[src/pkg/fbc_pkg.sv]
package fbc_pkg;
	// Core clock rate and derived cycle counts (least times round up)
	localparam int CLK_MHZ     = 200;
	localparam int T_SETUP_NS  = 20;
	localparam int T_WE_NS     = 35;
	localparam int T_HOLD_NS   = 20;
	localparam int T_ACC_NS    = 100;
	localparam int T_RST_NS    = 500;
	localparam int T_RPH_NS    = 1000;
	localparam int T_BUSY_NS   = 500;
	localparam int SETUP_CYC   = (T_SETUP_NS * CLK_MHZ + 999) / 1000;
	localparam int WE_CYC      = (T_WE_NS * CLK_MHZ + 999) / 1000;
	localparam int HOLD_CYC    = (T_HOLD_NS * CLK_MHZ + 999) / 1000;
	localparam int SYNC_CYC    = 2;
	localparam int RD_CYC      = (T_ACC_NS * CLK_MHZ + 999) / 1000 + SYNC_CYC;
	localparam int RST_CYC     = (T_RST_NS * CLK_MHZ + 999) / 1000;
	localparam int RPH_CYC     = (T_RPH_NS * CLK_MHZ + 999) / 1000;
	localparam int BUSY_CYC    = (T_BUSY_NS * CLK_MHZ + 999) / 1000;

	// Flash word addresses and command data
	localparam logic [15:0] ADR_UNLOCK1  = 16'h0555;
	localparam logic [15:0] ADR_UNLOCK2  = 16'h02AA;
	localparam logic [15:0] DAT_UNLOCK1  = 16'h00AA;
	localparam logic [15:0] DAT_UNLOCK2  = 16'h0055;
	localparam logic [15:0] DAT_BYP_ENTR = 16'h0020;
	localparam logic [15:0] DAT_BYP_PROG = 16'h00A0;
	localparam logic [15:0] DAT_BYP_EXT1 = 16'h0090;
	localparam logic [15:0] DAT_BYP_EXT2 = 16'h0000;
	localparam logic [15:0] DAT_EVAL     = 16'h0035;
	localparam logic [15:0] DAT_BLANK    = 16'h0033;
	localparam int          SECT_LSB     = 16;
	localparam int          TOGGLE_BIT   = 6;

	// Software register indices
	localparam logic [2:0] REG_CMD    = 3'h0;
	localparam logic [2:0] REG_ADDR   = 3'h1;
	localparam logic [2:0] REG_DATA   = 3'h2;
	localparam logic [2:0] REG_STATUS = 3'h3;
	localparam logic [2:0] REG_RDATA  = 3'h4;

	// Operation codes written to the command register
	localparam logic [2:0] OP_READ  = 3'h0;
	localparam logic [2:0] OP_ENTER = 3'h1;
	localparam logic [2:0] OP_PROG  = 3'h2;
	localparam logic [2:0] OP_EXIT  = 3'h3;
	localparam logic [2:0] OP_EVAL  = 3'h4;
	localparam logic [2:0] OP_BLANK = 3'h5;
	localparam logic [2:0] OP_CHIP  = 3'h6;
	localparam logic [2:0] OP_HWRST = 3'h7;

	// Status register bit positions
	localparam int ST_BUSY    = 0;
	localparam int ST_DONE    = 1;
	localparam int ST_FAIL    = 2;
	localparam int ST_TIMEOUT = 3;
	localparam int ST_ABORT   = 4;
	localparam int ST_REFUSED = 5;
	localparam int ST_BYPASS  = 6;
endpackage

[src/verilog/fbc_ctrl.sv]
// Added by the designer: the placing of the registers and the address-and-strobe port.
`timescale 1ns/100ps
// How it works
// - Bypass entry: AA@555, 55@2AA, 20@555.
// - Bypass program: A0 anywhere, then data.
// - Bypass exit: 90 then 00.
// - Only program and exit within bypass (plus hardware reset).
// - Erase evaluation: 35 at sector 555.
// - No evaluation while program/erase active.
// - Blank check: 33 at sector 555.
// - No blank check while program/erase active.
// - Chip erase: six writes, busy after sixth.
// - Hardware reset aborts erase; reissue sequence.
module fbc_ctrl #(
	parameter int ADDR_W     = 26,
	parameter int POLL_LIMIT = 1000000,
	parameter logic [15:0] CHIP_SETUP_DATA = 16'h0080,
	parameter logic [15:0] CHIP_ERASE_DATA = 16'h0010
) (
	input  wire logic              core_clk,
	input  wire logic              rst,
	input  wire logic [2:0]        sw_addr,
	input  wire logic [31:0]       sw_wdata,
	input  wire logic              sw_wr,
	input  wire logic              sw_rd,
	output logic      [31:0]       sw_rdata,
	output logic      [ADDR_W-1:0] flash_addr,
	output logic      [15:0]       flash_dq_out,
	output logic                   flash_dq_oe,
	input  wire logic [15:0]       flash_dq_in,
	output logic                   flash_ce_n,
	output logic                   flash_we_n,
	output logic                   flash_oe_n,
	output logic                   flash_reset_n,
	input  wire logic              ready_busy_n
);
	typedef enum {S_IDLE, S_ISSUE, S_WAIT_WR, S_SETTLE, S_POLL_RD, S_POLL_WAIT,
		S_RST_LOW, S_RST_REC} fbc_st_e;
	typedef struct packed {
		fbc_st_e           st;
		logic [2:0]        op;
		logic [2:0]        idx;
		logic              in_bypass;
		logic [ADDR_W-1:0] addr;
		logic [15:0]       data;
		logic [15:0]       timer;
		logic [31:0]       polls;
		logic              prev;
		logic              first;
		logic              done;
		logic              fail;
		logic              timeout;
		logic              aborted;
		logic              refused;
		logic              cyc_start;
		logic [15:0]       rdata;
		logic [31:0]       sw_rdata;
		logic              rst_pin_n;
	} fbc_ctrl_s;

	fbc_ctrl_s s;
	fbc_ctrl_s next_s;

	logic [15:0] dq_sync;
	logic        rb_sync;
	logic        cyc_done;
	logic [15:0] cyc_rdata;
	logic        wr_cmd;
	logic [2:0]  cmd;
	logic        busy;
	logic        legal;
	logic        poll_end;

	initial begin
		if (ADDR_W <= fbc_pkg::SECT_LSB || ADDR_W > 32) $error("fbc_ctrl: ADDR_W out of range");
		if (POLL_LIMIT < 2) $error("fbc_ctrl: POLL_LIMIT too small");
	end

	function automatic logic [2:0] step_count(input logic [2:0] op);
		case (op)
			fbc_pkg::OP_ENTER: step_count = 3'd3;
			fbc_pkg::OP_PROG:  step_count = 3'd2;
			fbc_pkg::OP_EXIT:  step_count = 3'd2;
			fbc_pkg::OP_EVAL:  step_count = 3'd1;
			fbc_pkg::OP_BLANK: step_count = 3'd1;
			fbc_pkg::OP_CHIP:  step_count = 3'd6;
			default:           step_count = 3'd0;
		endcase
	endfunction

	function automatic logic [ADDR_W-1:0] step_addr(input logic [2:0] op, input logic [2:0] i,
		input logic [ADDR_W-1:0] a);
		logic [ADDR_W-1:0] sect;
		sect = {a[ADDR_W-1:fbc_pkg::SECT_LSB], fbc_pkg::SECT_LSB'(0)};
		case (op)
			fbc_pkg::OP_ENTER, fbc_pkg::OP_CHIP: begin
				step_addr = (i == 3'd1 || i == 3'd4) ? ADDR_W'(fbc_pkg::ADR_UNLOCK2) :
					ADDR_W'(fbc_pkg::ADR_UNLOCK1);
			end
			fbc_pkg::OP_EVAL, fbc_pkg::OP_BLANK: begin
				step_addr = sect | ADDR_W'(fbc_pkg::ADR_UNLOCK1);
			end
			default: step_addr = a;
		endcase
	endfunction

	function automatic logic [15:0] step_data(input logic [2:0] op, input logic [2:0] i,
		input logic [15:0] d);
		case (op)
			fbc_pkg::OP_ENTER: begin
				step_data = (i == 3'd0) ? fbc_pkg::DAT_UNLOCK1 :
					(i == 3'd1) ? fbc_pkg::DAT_UNLOCK2 : fbc_pkg::DAT_BYP_ENTR;
			end
			fbc_pkg::OP_PROG: step_data = (i == 3'd0) ? fbc_pkg::DAT_BYP_PROG : d;
			fbc_pkg::OP_EXIT: begin
				step_data = (i == 3'd0) ? fbc_pkg::DAT_BYP_EXT1 : fbc_pkg::DAT_BYP_EXT2;
			end
			fbc_pkg::OP_EVAL:  step_data = fbc_pkg::DAT_EVAL;
			fbc_pkg::OP_BLANK: step_data = fbc_pkg::DAT_BLANK;
			fbc_pkg::OP_CHIP: begin
				case (i)
					3'd0, 3'd3: step_data = fbc_pkg::DAT_UNLOCK1;
					3'd1, 3'd4: step_data = fbc_pkg::DAT_UNLOCK2;
					3'd2:       step_data = CHIP_SETUP_DATA;
					default:    step_data = CHIP_ERASE_DATA;
				endcase
			end
			default: step_data = d;
		endcase
	endfunction

	function automatic logic needs_poll(input logic [2:0] op);
		needs_poll = (op == fbc_pkg::OP_PROG || op == fbc_pkg::OP_EVAL ||
			op == fbc_pkg::OP_BLANK || op == fbc_pkg::OP_CHIP);
	endfunction

	fbc_sync #(.W(16)) u_dq_sync (
		.core_clk (core_clk),
		.rst      (rst),
		.async_in (flash_dq_in),
		.sync_out (dq_sync)
	);

	fbc_sync #(.W(1)) u_rb_sync (
		.core_clk (core_clk),
		.rst      (rst),
		.async_in (ready_busy_n),
		.sync_out (rb_sync)
	);

	fbc_cycle #(.ADDR_W(ADDR_W)) u_cycle (
		.core_clk   (core_clk),
		.rst        (rst),
		.start      (s.cyc_start),
		.rd         (s.st == S_POLL_WAIT),
		.addr       (s.st == S_POLL_WAIT ? s.addr : step_addr(s.op, s.idx, s.addr)),
		.wdata      (step_data(s.op, s.idx, s.data)),
		.din_sync   (dq_sync),
		.pin_addr   (flash_addr),
		.pin_dq_out (flash_dq_out),
		.pin_dq_oe  (flash_dq_oe),
		.pin_ce_n   (flash_ce_n),
		.pin_we_n   (flash_we_n),
		.pin_oe_n   (flash_oe_n),
		.done       (cyc_done),
		.rdata      (cyc_rdata)
	);

	assign wr_cmd = sw_wr && sw_addr == fbc_pkg::REG_CMD;
	assign cmd    = sw_wdata[2:0];
	assign busy   = s.st != S_IDLE;
	// Bypass allows only its own program/exit; a hardware reset is always allowed
	assign legal  = s.in_bypass ?
		(cmd == fbc_pkg::OP_PROG || cmd == fbc_pkg::OP_EXIT) :
		(cmd != fbc_pkg::OP_PROG && cmd != fbc_pkg::OP_EXIT);
	// Toggle bit steady over two reads means the embedded operation ended
	assign poll_end = s.st == S_POLL_WAIT && cyc_done && s.op != fbc_pkg::OP_READ &&
		!s.first && cyc_rdata[fbc_pkg::TOGGLE_BIT] == s.prev;

	always_comb begin
		next_s           = s;
		next_s.cyc_start = 1'b0;
		next_s.sw_rdata  = 32'h0000_0000;
		if (sw_rd) begin
			case (sw_addr)
				fbc_pkg::REG_ADDR:   next_s.sw_rdata = 32'(s.addr);
				fbc_pkg::REG_DATA:   next_s.sw_rdata = {16'h0000, s.data};
				fbc_pkg::REG_RDATA:  next_s.sw_rdata = {16'h0000, s.rdata};
				fbc_pkg::REG_STATUS: begin
					next_s.sw_rdata[fbc_pkg::ST_BUSY]    = busy;
					next_s.sw_rdata[fbc_pkg::ST_DONE]    = s.done;
					next_s.sw_rdata[fbc_pkg::ST_FAIL]    = s.fail;
					next_s.sw_rdata[fbc_pkg::ST_TIMEOUT] = s.timeout;
					next_s.sw_rdata[fbc_pkg::ST_ABORT]   = s.aborted;
					next_s.sw_rdata[fbc_pkg::ST_REFUSED] = s.refused;
					next_s.sw_rdata[fbc_pkg::ST_BYPASS]  = s.in_bypass;
				end
				default: next_s.sw_rdata = 32'h0000_0000;
			endcase
		end
		if (sw_wr && !busy && sw_addr == fbc_pkg::REG_ADDR) begin
			next_s.addr = sw_wdata[ADDR_W-1:0];
		end
		if (sw_wr && !busy && sw_addr == fbc_pkg::REG_DATA) begin
			next_s.data = sw_wdata[15:0];
		end

		case (s.st)
			S_ISSUE: begin
				next_s.cyc_start = 1'b1;
				next_s.st        = S_WAIT_WR;
			end
			S_WAIT_WR: begin
				if (cyc_done) begin
					next_s.idx = s.idx + 3'd1;
					if (s.idx + 3'd1 == step_count(s.op)) begin
						if (needs_poll(s.op)) begin
							next_s.timer = 16'(fbc_pkg::BUSY_CYC);
							next_s.st    = S_SETTLE;
						end else begin
							next_s.in_bypass = (s.op == fbc_pkg::OP_ENTER);
							next_s.done      = 1'b1;
							next_s.st        = S_IDLE;
						end
					end else begin
						next_s.st = S_ISSUE;
					end
				end
			end
			S_SETTLE: begin
				if (s.timer == 16'h0000) begin
					next_s.first = 1'b1;
					next_s.polls = 32'h0000_0000;
					next_s.st    = S_POLL_RD;
				end else begin
					next_s.timer = s.timer - 16'h0001;
				end
			end
			S_POLL_RD: begin
				next_s.cyc_start = 1'b1;
				next_s.st        = S_POLL_WAIT;
			end
			S_POLL_WAIT: begin
				if (cyc_done) begin
					next_s.rdata = cyc_rdata;
					if (s.op == fbc_pkg::OP_READ) begin
						next_s.done = 1'b1;
						next_s.st   = S_IDLE;
					end else if (poll_end) begin
						// Ready/busy held low after the end marks a failed check
						next_s.fail = !rb_sync;
						next_s.done = 1'b1;
						next_s.st   = S_IDLE;
					end else if (s.polls == 32'(POLL_LIMIT - 1)) begin
						next_s.timeout = 1'b1;
						next_s.done    = 1'b1;
						next_s.st      = S_IDLE;
					end else begin
						next_s.prev  = cyc_rdata[fbc_pkg::TOGGLE_BIT];
						next_s.first = 1'b0;
						next_s.polls = s.polls + 32'h0000_0001;
						next_s.st    = S_POLL_RD;
					end
				end
			end
			default: next_s.st = s.st;
		endcase

		if (s.st == S_RST_LOW && s.timer == 16'h0000) begin
			next_s.timer = 16'(fbc_pkg::RPH_CYC - 1);
			next_s.st    = S_RST_REC;
		end else if (s.st == S_RST_LOW) begin
			next_s.timer = s.timer - 16'h0001;
		end
		if (s.st == S_RST_REC && s.timer == 16'h0000) begin
			next_s.done = 1'b1;
			next_s.st   = S_IDLE;
		end else if (s.st == S_RST_REC) begin
			next_s.timer = s.timer - 16'h0001;
		end

		if (wr_cmd && cmd == fbc_pkg::OP_HWRST) begin
			next_s.aborted   = busy && s.op == fbc_pkg::OP_CHIP;
			next_s.in_bypass = 1'b0;
			next_s.done      = 1'b0;
			next_s.op        = cmd;
			next_s.timer     = 16'(fbc_pkg::RST_CYC - 1);
			next_s.st        = S_RST_LOW;
		end else if (wr_cmd && (busy || !legal)) begin
			next_s.refused = 1'b1;
		end else if (wr_cmd) begin
			next_s.op      = cmd;
			next_s.idx     = 3'd0;
			next_s.done    = 1'b0;
			next_s.fail    = 1'b0;
			next_s.timeout = 1'b0;
			next_s.aborted = 1'b0;
			next_s.refused = 1'b0;
			next_s.st      = (cmd == fbc_pkg::OP_READ) ? S_POLL_RD : S_ISSUE;
		end
		// Registered so the reset pin never glitches on state decode
		next_s.rst_pin_n = next_s.st != S_RST_LOW;
	end

	always_ff @(posedge core_clk or posedge rst) begin
		if (rst) begin
			s           <= '0;
			s.st        <= S_IDLE;
			s.rst_pin_n <= 1'b1;
		end else begin
			s <= next_s;
		end
	end

	assign sw_rdata      = s.sw_rdata;
	assign flash_reset_n = s.rst_pin_n;
endmodule

[src/verilog/fbc_sync.sv]
`timescale 1ns/100ps
module fbc_sync #(
	parameter int W = 1
) (
	input  wire logic         core_clk,
	input  wire logic         rst,
	input  wire logic [W-1:0] async_in,
	output logic      [W-1:0] sync_out
);
	typedef struct packed {
		logic [W-1:0] meta;
		logic [W-1:0] stable;
	} fbc_sync_s;

	fbc_sync_s s;
	fbc_sync_s next_s;

	initial begin
		if (W < 1) $error("fbc_sync: W must be at least 1");
	end

	always_comb begin
		next_s        = s;
		next_s.meta   = async_in;
		next_s.stable = s.meta;
	end

	always_ff @(posedge core_clk or posedge rst) begin
		if (rst) begin
			s <= '0;
		end else begin
			s <= next_s;
		end
	end

	assign sync_out = s.stable;
endmodule

[src/verilog/fbc_cycle.sv]
`timescale 1ns/100ps
module fbc_cycle #(
	parameter int ADDR_W = 26
) (
	input  wire logic              core_clk,
	input  wire logic              rst,
	input  wire logic              start,
	input  wire logic              rd,
	input  wire logic [ADDR_W-1:0] addr,
	input  wire logic [15:0]       wdata,
	input  wire logic [15:0]       din_sync,
	output logic      [ADDR_W-1:0] pin_addr,
	output logic      [15:0]       pin_dq_out,
	output logic                   pin_dq_oe,
	output logic                   pin_ce_n,
	output logic                   pin_we_n,
	output logic                   pin_oe_n,
	output logic                   done,
	output logic      [15:0]       rdata
);
	typedef enum {CY_IDLE, CY_SETUP, CY_STROBE, CY_HOLD} fbc_cy_e;
	typedef struct packed {
		fbc_cy_e           ph;
		logic [7:0]        cnt;
		logic              is_rd;
		logic [ADDR_W-1:0] addr;
		logic [15:0]       dq;
		logic              oe;
		logic              ce_n;
		logic              we_n;
		logic              oe_n;
		logic              done;
		logic [15:0]       rdata;
	} fbc_cycle_s;

	fbc_cycle_s s;
	fbc_cycle_s next_s;

	initial begin
		if (fbc_pkg::RD_CYC > 255 || fbc_pkg::SETUP_CYC < 1) $error("fbc_cycle: bad timing");
	end

	always_comb begin
		next_s      = s;
		next_s.done = 1'b0;
		case (s.ph)
			CY_IDLE: begin
				if (start) begin
					next_s.addr  = addr;
					next_s.dq    = wdata;
					next_s.oe    = !rd;
					next_s.ce_n  = 1'b0;
					next_s.is_rd = rd;
					next_s.cnt   = 8'(fbc_pkg::SETUP_CYC - 1);
					next_s.ph    = CY_SETUP;
				end
			end
			CY_SETUP: begin
				if (s.cnt == 8'h00) begin
					next_s.we_n = s.is_rd;
					next_s.oe_n = !s.is_rd;
					next_s.cnt  = s.is_rd ? 8'(fbc_pkg::RD_CYC - 1) : 8'(fbc_pkg::WE_CYC - 1);
					next_s.ph   = CY_STROBE;
				end else begin
					next_s.cnt = s.cnt - 8'h01;
				end
			end
			CY_STROBE: begin
				if (s.cnt == 8'h00) begin
					if (s.is_rd) begin
						next_s.rdata = din_sync;
					end
					// Device latches data on this rising edge
					next_s.we_n = 1'b1;
					next_s.oe_n = 1'b1;
					next_s.cnt  = 8'(fbc_pkg::HOLD_CYC - 1);
					next_s.ph   = CY_HOLD;
				end else begin
					next_s.cnt = s.cnt - 8'h01;
				end
			end
			CY_HOLD: begin
				if (s.cnt == 8'h00) begin
					next_s.ce_n = 1'b1;
					next_s.oe   = 1'b0;
					next_s.done = 1'b1;
					next_s.ph   = CY_IDLE;
				end else begin
					next_s.cnt = s.cnt - 8'h01;
				end
			end
			default: next_s.ph = CY_IDLE;
		endcase
	end

	always_ff @(posedge core_clk or posedge rst) begin
		if (rst) begin
			s      <= '0;
			s.ph   <= CY_IDLE;
			s.ce_n <= 1'b1;
			s.we_n <= 1'b1;
			s.oe_n <= 1'b1;
		end else begin
			s <= next_s;
		end
	end

	assign pin_addr   = s.addr;
	assign pin_dq_out = s.dq;
	assign pin_dq_oe  = s.oe;
	assign pin_ce_n   = s.ce_n;
	assign pin_we_n   = s.we_n;
	assign pin_oe_n   = s.oe_n;
	assign done       = s.done;
	assign rdata      = s.rdata;
endmodule

[config.mk]
export PLATFORM = sky130hd
export DESIGN_NAME = fbc_ctrl
export DESIGN_NICKNAME = d
export VERILOG_FILES = /design/src/pkg/fbc_pkg.sv /design/src/verilog/fbc_ctrl.sv /design/src/verilog/fbc_sync.sv /design/src/verilog/fbc_cycle.sv
export SDC_FILE = /design/constraint.sdc
export NUM_CORES = 1
export LEC_CHECK = 0
export BUFFER_PORTS_ARGS = -buffer_cell sky130_fd_sc_hd__clkbuf_2
export CELL_PAD_IN_SITES_DETAIL_PLACEMENT = 0
export CELL_PAD_IN_SITES_GLOBAL_PLACEMENT = 1
export CORE_ASPECT_RATIO = 0.6
export CORE_MARGIN = 2
export CORE_UTILIZATION = 30
export DETAILED_ROUTE_END_ITERATION = 12
export PLACE_DENSITY = 0.65
export SLEW_MARGIN = 5
export SYNTH_ARGS = -nofsm -noshare
export SYNTH_HDL_FRONTEND = slang
export SYNTH_SLANG_ARGS = --single-unit
[constraint.sdc]
create_clock -name core_clk -period 21.1 [get_ports core_clk]
set_input_delay 6.33 -clock core_clk [delete_from_list [all_inputs] [get_ports core_clk]]
set_output_delay 6.33 -clock core_clk [all_outputs]
set_load 0.05 [all_outputs]
==> results_dict.tcl <==
set metrics [dict create \
    synth-edff-count 0 \
    ctsHoldBuffers 0 \
    tns_ns 0 \
    overflow 0 \
    tightestPinTransition_ns 1.07 \
    startpoint_type "input port" \
    cts_root_buf "clkbuf_16" \
    pin_count 135 \
    clk_latency_ns 0.58 \
    gp_congestion 0.824 \
    cap_violations 0 \
    cts_resized 0 \
    hp-class "reg -> reg" \
    grt_pass1_wl_mm 55.7 \
    maxSlewViolCount 0 \
    clock_path_buffers 3 \
    slew_headroom_pct 28.3 \
    postSynthAreaPerCell_um2 10.3 \
    cts_buffers 28 \
    ir_drop_mv 0.0571 \
    die_area_um2 46800 \
    criticalPathCategory "in -> reg" \
    nFillCells 4532 \
    hold_viol 0 \
    endpoint_kind "flop" \
    async_flop_share_pct 100 \
    max_freq_mhz 120 \
    dr.first_iter.drc_count 971 \
    die_w_um 278 \
    power_density_nw_per_um2 129 \
    antenna_found_initial 0 \
    vias 9805 \
    h-tree-depth 1 \
    area_growth_syn_to_layout_pct 12.9 \
    status "finished, final reports clean" \
    diodes 0 \
    grt_max_degree 82 \
    hpwl_mm 24.4 \
    drc 0 \
    required_ns 21.56 \
    drive_above_1_share_pct 19.0 \
    post_cts_buffers 0 \
    path_max_fanout 23 \
    row_count 60 \
    grt_pass1_vias 9497 \
    min_period_over_period_pct 39.5 \
    finClkSkew_ns 0.0351 \
    period_minus_slack_ns 8.33 \
    synth-seq-area-share_pct 53.4 \
    drtPass1Iterations 5 \
    netlist_area_um2 13500 \
    p_leak_nw 6.94 \
    yosys_warnings 0 \
    clock-sinks 288 \
    grt_use_total_pct 14.9 \
    nets 1420 \
    die_h_um 168 \
    arrival_ns 8.79 \
    fin_area_um2 15200 \
    routed_via_density 5.00 \
    setup_viol 0 \
    syn_inst 1309 \
    layout_commonest_cell "dfrtp_1" \
    wl_mm 35.1 \
    ys_ff_latch 288 \
    rsz0062_at_grt "false" \
    numPortBuffers 122 \
    cts_tree "done" \
    layout_common_cells "dfrtp_1, nand2_1, clkbuf_2" \
    final_antenna_net_count 0 \
    clk_pin_slew_ns 0.07 \
    placed_cell_area_um2 14200 \
    yosysUniqueCellTypes 73 \
    fin_worst_hold_slack_ns 0.348 \
    synth_flop_cell "dfrtp_1" \
    initial_core_util_pct 30.3 \
    core_area_um2 44600 \
    wl_per_cell_um 17.9 \
]
## where the power goes
group,switching (mW),internal (mW),leakage (nW)
Sequential,0.121,0.670,3.74
Clock,0.230,0.331,0.490
Combinational,0.421,0.192,2.71
Total,0.772,1.19,6.94
## Yosys cell counts (9+ instances only)
cell / number / share of area (%)
dfrtp_1: 284 / 53
mux2_2: 33 / 2.8
nor3_2: 12 / 0.89
or3_1: 18 / 0.83
and2_1: 33 / 1.5
nor4_1: 13 / 0.60
nor2_1: 119 / 3.3
a22oi_1: 15 / 0.83
a31oi_1: 10 / 0.46
clkbuf_1: 46 / 1.3
nand2_1: 143 / 4.0
a211oi_1: 10 / 0.56
inv_1: 27 / 0.75
o21ai_0: 40 / 1.5
and3_1: 20 / 0.93
ha_1: 15 / 1.4
nor3_1: 24 / 0.89
nand3_1: 42 / 1.6
a22o_1: 11 / 0.71
nand2b_1: 9 / 0.42
o21ai_1: 20 / 0.74
nand4_1: 18 / 0.83
buf_4: 75 / 4.2
nor2b_1: 12 / 0.56
mux2_1: 29 / 2.4
xnor2_1: 26 / 1.7
a21oi_1: 77 / 2.9
## final cells by class
cell class                      count  area [um^2]  area share [%]
Sequential cell                   288         7210            47.3
Multi-Input combinational cell    866         5420            35.6
Clock buffer                       36          761            4.99
Tap cell                          589          737            4.84
Timing Repair Buffer              137          723            4.75
Clock inverter                     16          273            1.79
Inverter                           28          113           0.739
## worst max-delay path: stages
cell      delay, ns
clkbuf_2       0.40
nor3b_2        0.25
buf_4          0.27
nand4_1        0.87
mux2_1         0.66
## through the flow
step           instances  setup slack [ns]  utilization [%]  power, mW
2_1_floorplan       1314              6.83                -       1.30
3_3_place_gp        1908             12.20             31.9       1.40
3_5_place_dp        1908             12.09             31.9       1.41
4_1_cts             1960             12.72             34.2       1.98
5_1_grt             1960             12.57             34.2       2.08
6_report            1960             12.77             34.2       1.97
## cells by family after synthesis
logic type,share of synthesized area [%]
buffers and inverters,6.66
muxes,5.40
xor gates and xnor gates,2.08
AOI/OAI and AO/OA,11.1
other,0.0278
adders and majority gates,1.39
DFF,53.4
and+or+nand+nor,19.9
## worst paths after layout
| kind | from | to | slack, ns | depth (start not counted) |
|---|---|---|---|---|
| worst min register to register | u_dq_sync.next_s[3]$_DFF_PP0_ | u_dq_sync.sync_out[3]$_DFF_PP0_ | 0.35 | 0 |
| worst max register to register | s[90]$_DFF_PP0_ | flash_reset_n$_DFF_PP1_ | 17.52 | 9 |
| max in group asynchronous | rst | u_cycle.rdata[0]$_DFFE_PP0P_ | 13.03 | 4 |
| min in group asynchronous | rst | u_cycle.pin_addr[19]$_DFFE_PP0P_ | 5.81 | 2 |
| worst max-delay path | sw_addr[1] | s[112]$_DFFE_PP0P_ | 12.77 | 5 |
| worst min-delay path | u_dq_sync.next_s[3]$_DFF_PP0_ | u_dq_sync.sync_out[3]$_DFF_PP0_ | 0.35 | 0 |
## sequential cells by signal (all words and copies together), names as in the netlist
signal	count
u_rb_sync.next_s	1
u_cycle.done	1
u_cycle.rdata	16
s	153
u_dq_sync.next_s	16
u_dq_sync.sync_out	16
flash_reset_n	1
u_cycle.pin_oe_n	1
u_cycle.pin_addr	26
u_cycle.pin_dq_out	16
u_cycle.pin_ce_n	1
u_cycle.pin_dq_oe	1
u_cycle.s	11
sw_rdata	26
u_cycle.pin_we_n	1
u_rb_sync.sync_out	1
## layer usage
layer / up-vias / track usage [%] / wire length (um)
li1: 4597 / - / -
met1: 4953 / 23.8 / 18500
met2: 221 / 20.7 / 14300
met3: 34 / 2.84 / 1830
met4: 0 / 2.56 / 474
met5: - / 0 / 0
No activity file was read; power rests on OpenSTA's default activity.
